==> src/borrow_exec_cfg.svh <==
`ifndef BORROW_EXEC_CFG_SVH
`define BORROW_EXEC_CFG_SVH

// ****************************************
// Register byte offsets
// ****************************************
`define OFS_ACC 8'h00
`define OFS_SHADOW_SUM_REGISTER 8'h04
`define OFS_ST0 8'h08
`define OFS_ST1 8'h0C
`define OFS_AR_IDX 8'h10
`define OFS_AR_DATA 8'h14
`define OFS_EXEC 8'h18

// ****************************************
// Status word bit positions
// ****************************************
`define ST0_ARP_LSB 13
`define ST0_OVM 11
`define ST0_GLOBAL_IRQ_MASK_BIT 9
`define ST1_CNF 12
`define ST1_TC 11
`define ST1_SXM 10
`define ST1_C 9
`define ST1_HM 6
`define ST1_XF 4

// ****************************************
// Reset values
// ****************************************
`define ST0_RST 16'h0200
`define ST1_RST 16'h0000
`define PC_RST 16'h0000

// ****************************************
// Opcodes
// ****************************************
`define OPC_SUBTRACT_BUFFER_WITH_BORROW 16'hBE19
`define OPC_POINTER_SUBTRACT_IMMEDIATE_HI 8'h7C
`define OPC_SET_CONTROL_BIT_OP_HI 12'hBE4
`define SET_CONTROL_BIT_OP_OVM 4'h3
`define SET_CONTROL_BIT_OP_SXM 4'h7
`define SET_CONTROL_BIT_OP_HM 4'h9
`define SET_CONTROL_BIT_OP_TC 4'hB
`define SET_CONTROL_BIT_OP_C 4'hF
`define SET_CONTROL_BIT_OP_XF 4'hD
`define SET_CONTROL_BIT_OP_CNF 4'h5
`define SET_CONTROL_BIT_OP_GLOBAL_IRQ_MASK_BIT 4'h1

`endif

==> src/borrow_exec_pkg.sv <==
package borrow_exec_pkg;
  typedef enum logic [1:0] {OP_NONE, OP_SUBTRACT_BUFFER_WITH_BORROW, OP_POINTER_SUBTRACT_IMMEDIATE, OP_SET_CONTROL_BIT_OP} op_e;
  typedef enum logic [1:0] {SEQ_IDLE, SEQ_WAIT, SEQ_EXEC} seq_state_e;
  typedef logic [15:0] word_t;
  typedef logic [31:0] dword_t;
endpackage : borrow_exec_pkg

==> src/borrow_exec.sv <==
`timescale 1ns/1ns
`include "borrow_exec_cfg.svh"

module borrow_exec (
  // Clock and reset
  input wire logic clk_sys_i,
  input wire logic arst_n_i,
  // Instruction issue
  input wire logic instr_valid_i,
  input wire borrow_exec_pkg::word_t instr_i,
  input wire logic ext_fetch_i,
  input wire logic [3:0] wait_p_i,
  input wire logic rpt_valid_i,
  input wire logic [7:0] rpt_n_i,
  output logic instr_ready_o,
  output logic done_o,
  output logic rpt_refused_o,
  // Core state
  output borrow_exec_pkg::word_t pc_o,
  output logic xf_o,
  output logic global_irq_mask_bit_o,
  output logic hm_o,
  // APB slave
  input wire logic psel_i,
  input wire logic penable_i,
  input wire logic pwrite_i,
  input wire logic [7:0] paddr_i,
  input wire borrow_exec_pkg::dword_t pwdata_i,
  output borrow_exec_pkg::dword_t prdata_o,
  output logic pready_o,
  output logic pslverr_o
);
  import borrow_exec_pkg::*;

  // ****************************************
  // Decode
  // ****************************************
  function automatic op_e decode_op(input word_t w);
    if (w == `OPC_SUBTRACT_BUFFER_WITH_BORROW) begin
      decode_op = OP_SUBTRACT_BUFFER_WITH_BORROW;
    end else if (w[15:8] == `OPC_POINTER_SUBTRACT_IMMEDIATE_HI) begin
      decode_op = OP_POINTER_SUBTRACT_IMMEDIATE;
    end else if (w[15:4] == `OPC_SET_CONTROL_BIT_OP_HI) begin
      decode_op = OP_SET_CONTROL_BIT_OP;
    end else begin
      decode_op = OP_NONE;
    end
  endfunction : decode_op

  function automatic logic is_mapped(input logic [7:0] a);
    is_mapped = (a == `OFS_ACC) || (a == `OFS_SHADOW_SUM_REGISTER) || (a == `OFS_ST0) ||
                (a == `OFS_ST1) || (a == `OFS_AR_IDX) || (a == `OFS_AR_DATA) ||
                (a == `OFS_EXEC);
  endfunction : is_mapped

  // ****************************************
  // State
  // ****************************************
  dword_t acc_reg, acc_next;
  dword_t shadow_sum_register_reg, shadow_sum_register_next;
  word_t st0_reg, st0_next;
  word_t st1_reg, st1_next;
  word_t pc_reg, pc_next;
  word_t ar_reg [8];
  word_t ar_next [8];
  logic [2:0] ar_idx_reg, ar_idx_next;
  op_e op_reg, op_next;
  word_t instr_reg, instr_next;
  logic ready_reg, ready_next;
  logic done_reg, done_next;
  logic refused_reg, refused_next;
  dword_t prdata_reg, prdata_next;
  logic pready_reg, pready_next;
  logic slverr_reg, slverr_next;
  logic accept;
  op_e new_op;
  logic [7:0] reps;
  logic fire;
  logic last;
  logic [2:0] pointer_select_field;
  logic [32:0] diff;
  logic wr_en;

  assign new_op = decode_op(instr_i);
  assign accept = instr_valid_i && ready_reg;
  assign pointer_select_field = st0_reg[`ST0_ARP_LSB +: 3];
  // Borrow is the 33rd bit of an unsigned difference
  assign diff = {1'b0, acc_reg} - {1'b0, shadow_sum_register_reg} - {32'h0, ~st1_reg[`ST1_C]};
  assign wr_en = psel_i && penable_i && pready_reg && pwrite_i && !slverr_reg;

  // Repeat count forced to one for the pointer subtract
  always_comb begin
    reps = 8'h01;
    if (rpt_valid_i && (new_op != OP_POINTER_SUBTRACT_IMMEDIATE) && (rpt_n_i != 8'h00)) begin
      reps = rpt_n_i;
    end
  end

  // ****************************************
  // Cycle sequencer
  // ****************************************
  exec_sequencer u_seq (
    .clk_sys_i(clk_sys_i),
    .arst_n_i(arst_n_i),
    .start_i(accept),
    .wait_p_i(ext_fetch_i ? wait_p_i : 4'h0),
    .reps_i(reps),
    .fire_o(fire),
    .last_o(last)
  );

  // Handshake, latched opcode and completion
  always_comb begin
    op_next = op_reg;
    instr_next = instr_reg;
    ready_next = ready_reg;
    done_next = fire && last;
    refused_next = accept && rpt_valid_i && (new_op == OP_POINTER_SUBTRACT_IMMEDIATE);
    if (accept) begin
      op_next = new_op;
      instr_next = instr_i;
      ready_next = 1'b0;
    end else if (fire && last) begin
      ready_next = 1'b1;
    end
  end

  always_ff @(posedge clk_sys_i or negedge arst_n_i) begin
    if (!arst_n_i) begin
      op_reg <= OP_NONE;
      instr_reg <= 16'h0000;
      ready_reg <= 1'b1;
      done_reg <= 1'b0;
      refused_reg <= 1'b0;
    end else begin
      op_reg <= op_next;
      instr_reg <= instr_next;
      ready_reg <= ready_next;
      done_reg <= done_next;
      refused_reg <= refused_next;
    end
  end

  // ****************************************
  // Datapath and software writes
  // ****************************************
  // Software writes other than to OFS_EXEC are refused while busy, so no clash with execution
  always_comb begin
    acc_next = acc_reg;
    shadow_sum_register_next = shadow_sum_register_reg;
    st0_next = st0_reg;
    st1_next = st1_reg;
    pc_next = pc_reg;
    ar_idx_next = ar_idx_reg;
    for (int i = 0; i < 8; i++) begin
      ar_next[i] = ar_reg[i];
    end
    if (wr_en) begin
      unique case (paddr_i)
        `OFS_ACC: acc_next = pwdata_i;
        `OFS_SHADOW_SUM_REGISTER: shadow_sum_register_next = pwdata_i;
        `OFS_ST0: st0_next = pwdata_i[15:0];
        `OFS_ST1: st1_next = pwdata_i[15:0];
        `OFS_AR_IDX: ar_idx_next = pwdata_i[2:0];
        `OFS_AR_DATA: ar_next[ar_idx_reg] = pwdata_i[15:0];
        default: ;
      endcase
    end
    if (fire) begin
      unique case (op_reg)
        OP_SUBTRACT_BUFFER_WITH_BORROW: begin
          acc_next = diff[31:0];
          st1_next[`ST1_C] = ~diff[32];
        end
        OP_POINTER_SUBTRACT_IMMEDIATE: begin
          // Pointer unit only; status words left alone
          ar_next[pointer_select_field] = ar_reg[pointer_select_field] - {8'h00, instr_reg[7:0]};
        end
        OP_SET_CONTROL_BIT_OP: begin
          unique case (instr_reg[3:0])
            `SET_CONTROL_BIT_OP_OVM: st0_next[`ST0_OVM] = 1'b1;
            `SET_CONTROL_BIT_OP_GLOBAL_IRQ_MASK_BIT: st0_next[`ST0_GLOBAL_IRQ_MASK_BIT] = 1'b1;
            `SET_CONTROL_BIT_OP_SXM: st1_next[`ST1_SXM] = 1'b1;
            `SET_CONTROL_BIT_OP_HM: st1_next[`ST1_HM] = 1'b1;
            `SET_CONTROL_BIT_OP_TC: st1_next[`ST1_TC] = 1'b1;
            `SET_CONTROL_BIT_OP_C: st1_next[`ST1_C] = 1'b1;
            `SET_CONTROL_BIT_OP_XF: st1_next[`ST1_XF] = 1'b1;
            `SET_CONTROL_BIT_OP_CNF: st1_next[`ST1_CNF] = 1'b1;
            default: ;
          endcase
        end
        default: ;
      endcase
      if (last) begin
        pc_next = pc_reg + 16'h0001;
      end
    end
  end

  always_ff @(posedge clk_sys_i or negedge arst_n_i) begin
    if (!arst_n_i) begin
      acc_reg <= 32'h00000000;
      shadow_sum_register_reg <= 32'h00000000;
      st0_reg <= `ST0_RST;
      st1_reg <= `ST1_RST;
      pc_reg <= `PC_RST;
      ar_idx_reg <= 3'h0;
      for (int i = 0; i < 8; i++) begin
        ar_reg[i] <= 16'h0000;
      end
    end else begin
      acc_reg <= acc_next;
      shadow_sum_register_reg <= shadow_sum_register_next;
      st0_reg <= st0_next;
      st1_reg <= st1_next;
      pc_reg <= pc_next;
      ar_idx_reg <= ar_idx_next;
      for (int i = 0; i < 8; i++) begin
        ar_reg[i] <= ar_next[i];
      end
    end
  end

  // ****************************************
  // APB answer
  // ****************************************
  // Answer prepared in setup, so access takes exactly one cycle
  always_comb begin
    pready_next = psel_i && !penable_i;
    slverr_next = 1'b0;
    prdata_next = prdata_reg;
    if (psel_i && !penable_i) begin
      prdata_next = 32'h00000000;
      // Busy flag as it will stand during the access phase
      slverr_next = !is_mapped(paddr_i) ||
                    (pwrite_i && !ready_next && (paddr_i != `OFS_EXEC));
      if (!pwrite_i) begin
        unique case (paddr_i)
          `OFS_ACC: prdata_next = acc_reg;
          `OFS_SHADOW_SUM_REGISTER: prdata_next = shadow_sum_register_reg;
          `OFS_ST0: prdata_next = {16'h0000, st0_reg};
          `OFS_ST1: prdata_next = {16'h0000, st1_reg};
          `OFS_AR_IDX: prdata_next = {29'h0, ar_idx_reg};
          `OFS_AR_DATA: prdata_next = {16'h0000, ar_reg[ar_idx_reg]};
          `OFS_EXEC: prdata_next = {pc_reg, 15'h0000, ~ready_reg};
          default: prdata_next = 32'h00000000;
        endcase
      end
    end
  end

  always_ff @(posedge clk_sys_i or negedge arst_n_i) begin
    if (!arst_n_i) begin
      prdata_reg <= 32'h00000000;
      pready_reg <= 1'b0;
      slverr_reg <= 1'b0;
    end else begin
      prdata_reg <= prdata_next;
      pready_reg <= pready_next;
      slverr_reg <= slverr_next;
    end
  end

  // Outputs straight from flops
  assign instr_ready_o = ready_reg;
  assign done_o = done_reg;
  assign rpt_refused_o = refused_reg;
  assign pc_o = pc_reg;
  assign xf_o = st1_reg[`ST1_XF];
  assign global_irq_mask_bit_o = st0_reg[`ST0_GLOBAL_IRQ_MASK_BIT];
  assign hm_o = st1_reg[`ST1_HM];
  assign prdata_o = prdata_reg;
  assign pready_o = pready_reg;
  assign pslverr_o = slverr_reg;

  // Busy cycle counter and expected length
  logic [8:0] cyc_reg;
  logic [8:0] exp_reg;
  always_ff @(posedge clk_sys_i or negedge arst_n_i) begin
    if (!arst_n_i) begin
      cyc_reg <= 9'h000;
      exp_reg <= 9'h000;
    end else if (accept) begin
      cyc_reg <= 9'h000;
      exp_reg <= {1'b0, reps} + (ext_fetch_i ? {5'h00, wait_p_i} : 9'h000);
    end else if (!ready_reg) begin
      cyc_reg <= cyc_reg + 9'h001;
    end
  end
endmodule : borrow_exec

==> src/exec_sequencer.sv <==
`timescale 1ns/1ns
module exec_sequencer (
  // Clock and reset
  input wire logic clk_sys_i,
  input wire logic arst_n_i,
  // Request
  input wire logic start_i,
  input wire logic [3:0] wait_p_i,
  input wire logic [7:0] reps_i,
  // Progress
  output logic fire_o,
  output logic last_o
);
  import borrow_exec_pkg::*;

  seq_state_e state_reg;
  seq_state_e state_next;
  logic [7:0] cnt_reg;
  logic [7:0] cnt_next;
  logic [7:0] reps_reg;
  logic [7:0] reps_next;

  // Wait states first, then one execution per cycle
  always_comb begin
    state_next = state_reg;
    cnt_next = cnt_reg;
    reps_next = reps_reg;
    unique case (state_reg)
      SEQ_IDLE: begin
        if (start_i) begin
          reps_next = reps_i;
          if (wait_p_i != 4'h0) begin
            state_next = SEQ_WAIT;
            cnt_next = {4'h0, wait_p_i};
          end else begin
            state_next = SEQ_EXEC;
            cnt_next = reps_i;
          end
        end
      end
      SEQ_WAIT: begin
        cnt_next = cnt_reg - 8'h01;
        if (cnt_reg == 8'h01) begin
          state_next = SEQ_EXEC;
          cnt_next = reps_reg;
        end
      end
      SEQ_EXEC: begin
        cnt_next = cnt_reg - 8'h01;
        if (cnt_reg == 8'h01) begin
          state_next = SEQ_IDLE;
        end
      end
    endcase
  end

  always_ff @(posedge clk_sys_i or negedge arst_n_i) begin
    if (!arst_n_i) begin
      state_reg <= SEQ_IDLE;
      cnt_reg <= 8'h00;
      reps_reg <= 8'h00;
    end else begin
      state_reg <= state_next;
      cnt_reg <= cnt_next;
      reps_reg <= reps_next;
    end
  end

  // One operation applied per exec cycle
  assign fire_o = (state_reg == SEQ_EXEC);
  assign last_o = fire_o && (cnt_reg == 8'h01);
endmodule : exec_sequencer
==> config.mk <==
export PLATFORM = sky130hd
export DESIGN_NAME = borrow_exec
export DESIGN_NICKNAME = d
export VERILOG_FILES = /design/src/borrow_exec_pkg.sv /design/src/borrow_exec.sv /design/src/exec_sequencer.sv
export VERILOG_INCLUDE_DIRS = /design/src
export SDC_FILE = /design/constraint.sdc
export NUM_CORES = 1
export LEC_CHECK = 0
export BUFFER_PORTS_ARGS = -buffer_cell sky130_fd_sc_hd__clkbuf_2
export CAP_MARGIN = 20
export CELL_PAD_IN_SITES_DETAIL_PLACEMENT = 1
export CELL_PAD_IN_SITES_GLOBAL_PLACEMENT = 1
export CORE_MARGIN = 2
export CORE_UTILIZATION = 44
export DETAILED_ROUTE_END_ITERATION = 8
export PLACE_DENSITY_LB_ADDON = 0.1
export SETUP_SLACK_MARGIN = 0.3
export SLEW_MARGIN = 20
export SYNTH_ARGS = -nofsm -noshare
export SYNTH_HDL_FRONTEND = slang
export SYNTH_SLANG_ARGS = --single-unit
==> constraint.sdc <==
create_clock -name clk_sys_i -period 3.8 [get_ports clk_sys_i]
set_input_delay 0 -clock clk_sys_i [delete_from_list [all_inputs] [get_ports clk_sys_i]]
set_output_delay 0 -clock clk_sys_i [all_outputs]
set_load 0.02 [all_outputs]
==> metrics.md <==
| Metric | Value |
|---|---|
| Register area share after synthesis | 39.9% |
| Tcrit/Tclk final | approximately 94% |
| Vias in the first global route | 17,500 |
| Max Fclk | between 0.2 and 0.3 GHz |
| WL per Instance | ~25 µm |
| Final setup viols | 0 |
| Post-synth top cells | dfrtp_1 (306), mux2i_1 (274), nand2_1 (148), o21ai_0 (130), inv_1 (121) |
| Gate Count Post-Synth | 1,930 |
| Power per standard cell area | 409 nW/µm² |
| Ports | around 130 |
| Die X-Extent | ~210 µm |
| Layout cell share with drive strength beyond 1 | 22.1% |
| Antenna violations before repair | 2 |
| Crit-path slowest cell | mux4_2 |
| Asr flop ratio synth | 100% |
| H-tree Lvls | 2 |
| Setup CP Type | reg -> reg |
| Fill cell count | 4,841 |
| CTS root buffer | clkbuf_16 |
| Max reg flops | 128 |
| Reg power frac | 37.9% |
| First-pass GRT wire length | approximately 110,000 µm |
| Post-Syn Area | 19,300 µm² |
| Rows | 76 |
| Initial Util | 44.7% |
| Leakage power | approximately 11 nW |
| Deepest clock path buffer count | 3 |
| RSZ-0062 raised after global routing | true |
| CTS Buf Count | 38 |
| Internal power | 0.00656 W |
| Max Cap Viol | 0 |
| Sw Share | slightly above 30% |
| Minimum clock period | roughly 3.6 ns |
| DR pass1 iterations | 5 |
| Worst-Skew Late Latency | ~0.56 ns |
| Primary FF master, synth | dfrtp_1 |
| Post-synthesis cell type count | slightly below 80 |
| Core box area | approximately 43,000 µm² |
| Psw | 0.00297 W |
| Max-slew headroom | between 30% and 40% |
| CP Max Fanout | 8 |
| Worst-path clk slew | ~0.06 ns |
| Die area | 45,600 µm² |
| Crit path arrival time | between 3 and 4 ns |
| Skew final | approximately 0.012 ns |
| Sink Count | a little over 300 |
| CP dominant cell by count | o31a_1 |
| Fin util | between 50% and 60% |
| Portion of total power attributed to combinational logic | a little under a quarter |
| Worst-Margin Slew | between 1 and 1.5 ns |
| Final ANT Viol Nets | 0 |
| FF+latch area | just under 8000 µm² |
| Top-count cell post-synth | dfrtp_1 |
| VDD IR max | between 0.2 and 0.3 mV |
| Crit path largest cell delay | about 0.55 ns |
| Placer Congestion | approximately 0.96 |
| Synth Net Count | ~2,100 |
| Hold_ws | between 0.02 and 0.025 ns |
| Buf/Inv on CP | 1 |
| Top-area cell type share of the netlist area | 39.7% |
| Nets@finish | roughly 2,300 |
| Top post-synthesis cells by area | dfrtp_1 (40%), mux2i_1 (14%), mux2_2 (6.7%), ha_1 (4.9%), o21ai_0 (3.4%) |
| DP Worst Slack | -0.0310 ns |
| CP delay by family, top | compound AO/OA/AOI/OAI gates |
| Port Buffers | around 130 |
| Yosys warns | 0 |
| Vias after detailed routing | around 17,000 |
| Leading area contributor after synthesis | dfrtp_1 |
| Die height | between 200 and 250 µm |
| R2R setup slack | 0.23 ns |
| DRT Wirelength | about 70,000 µm |
| Avg Inst Size Synth | 10.0 µm² |
| Crit-path cells | mux4_2 > mux2i_4 > inv_1 > ha_4 > nor2b_4 > o21ai_4 > a21boi_4 > o31a_1 > o31a_1 > nor4b_4 > xor2_4 > mux2i_1 |
| Footprint of the multi-input gates | about 11,000 µm² |
| DRC | 0 |
| Pin count of the biggest net entering global routing | roughly 100 |
| #FFs+latches synth | between 300 and 400 |
| Critical path endpoint category | flop |
| Total GRT Usage | 31.1% |
| Final-report max-slew violation count | 0 |
| Hold Fails Final Rpt | 0 |
| Routed vias/inst | roughly 6.1 |
| Post-synth EDFFs | 0 |
| Worst Hold Class | in -> reg |
| CTS tree | built |
| Clk pwr share | between 30% and 40% |
| Final WS setup | about 0.23 ns |
| Number of DRC markers in iteration 0 | between 1,000 and 1,500 |
| Global route overflow | 0 |
| Type of origin of the critical path | flop |
| Status | finished, final reports clean |
| Dpl hpwl | roughly 48,000 µm |
| Worst Path Required | roughly 4.2 ns |
| Area delta synth->final | 20.9% |
[cells in the final DEF (no fill, tap or decap), drive strengths merged, types with 10 or more instances in the layout]
cell type / netlist / routed
mux2i: 274 / 274
nand2b: 11 / 11
a22oi: 40 / 40
nor3: 24 / 24
nor2b: 12 / 12
nor2: 99 / 99
dfrtp: 306 / 306
xor2: 19 / 19
clkbuf: 85 / 189
o21ai: 130 / 130
mux2: 115 / 115
a21oi: 78 / 78
and3: 14 / 14
ha: 76 / 76
buf: 38 / 93
a22o: 35 / 35
nand2: 157 / 157
nand4: 14 / 14
a221oi: 39 / 39
nand3: 19 / 19
a31oi: 20 / 20
inv: 121 / 122
xnor2: 35 / 35
a21o: 10 / 10
dlygate4sd3: 0 / 74
[per-layer routing]
metal	part of all wire [%]	global-route usage (%)	vias up
met5	0	0	-
met3	5.3	4.22	154
met2	49	51.8	529
li1	-	-	7447
met1	43	41.7	8580
met4	3.4	10.9	0
[cell type report]
cell class	count	share of cell area, %
tap	585	3.14
timing repair buffer	298	9.47
clock inverter	11	0.590
antenna	1	0.0107
multi-input combinational	1378	47.0
sequential	308	33.1
clock buffer	58	4.83
inverter	121	1.95
[tightest hold or removal path, delay by kind of cell]
family,cells,cell delay (ns)
buffers and inverters,3,0.47
and+or+nand+nor,1,0.06
[per-stage QoR]
stage                     std cells  instance area, µm²  total power, W  TNS, ns
after floorplan                1930               19400         0.00472        0
after global placement         2599               20900         0.00543        0
after detailed placement       2599               20900         0.00548  -0.0884
after CTS                      2752               23100         0.00941        0
after global routing           2760               23300         0.00994        0
final                          2760               23300         0.00953        0
[power by group through the flow]
stage          clock [W]  combinational, W  sequential, W
3_3_place_gp           0           0.00177        0.00366
3_5_place_dp           0           0.00181        0.00367
6_report         0.00375           0.00218        0.00361
2_1_floorplan          0           0.00109        0.00363
5_1_grt          0.00394           0.00236        0.00364
4_1_cts          0.00382           0.00199        0.00361
[cell families after synthesis]
kind of cell               Yosys count  share of synthesized area [%]
AOI/OAI and AO/OA                  442                           15.2
adders and majority gates           79                           5.24
and+or+nand+nor                    405                           10.2
muxes                              398                           22.0
xor gates and xnor gates            54                           2.45
buffers and inverters              244                           5.01
DFF                                308                           39.9
[path summary, 6_finish.rpt]
kind                        startpoint                          end  depth (start not counted)
setup reg to reg           st0_reg[14]                   ar_reg[79]                         12
max in group asynchronous     arst_n_i  shadow_sum_register_reg[25]                          3
hold reg to reg            prdata_o[5]                  prdata_o[5]                          2
hold / removal                  psel_i                     pready_o                          4
setup / recovery           st0_reg[14]                   ar_reg[79]                         12
min in group asynchronous     arst_n_i                  prdata_o[9]                          2
[what timing repair did]
item	CTS	global route
setup buffers	10	6
setup endpoints to repair	68	79
hold buffers	74	0
resized for setup	17	43
pin swaps	11	19
endpoints found under the hold margin	262	0
cloned	0	1
Power figures use the tool's default switching activity.
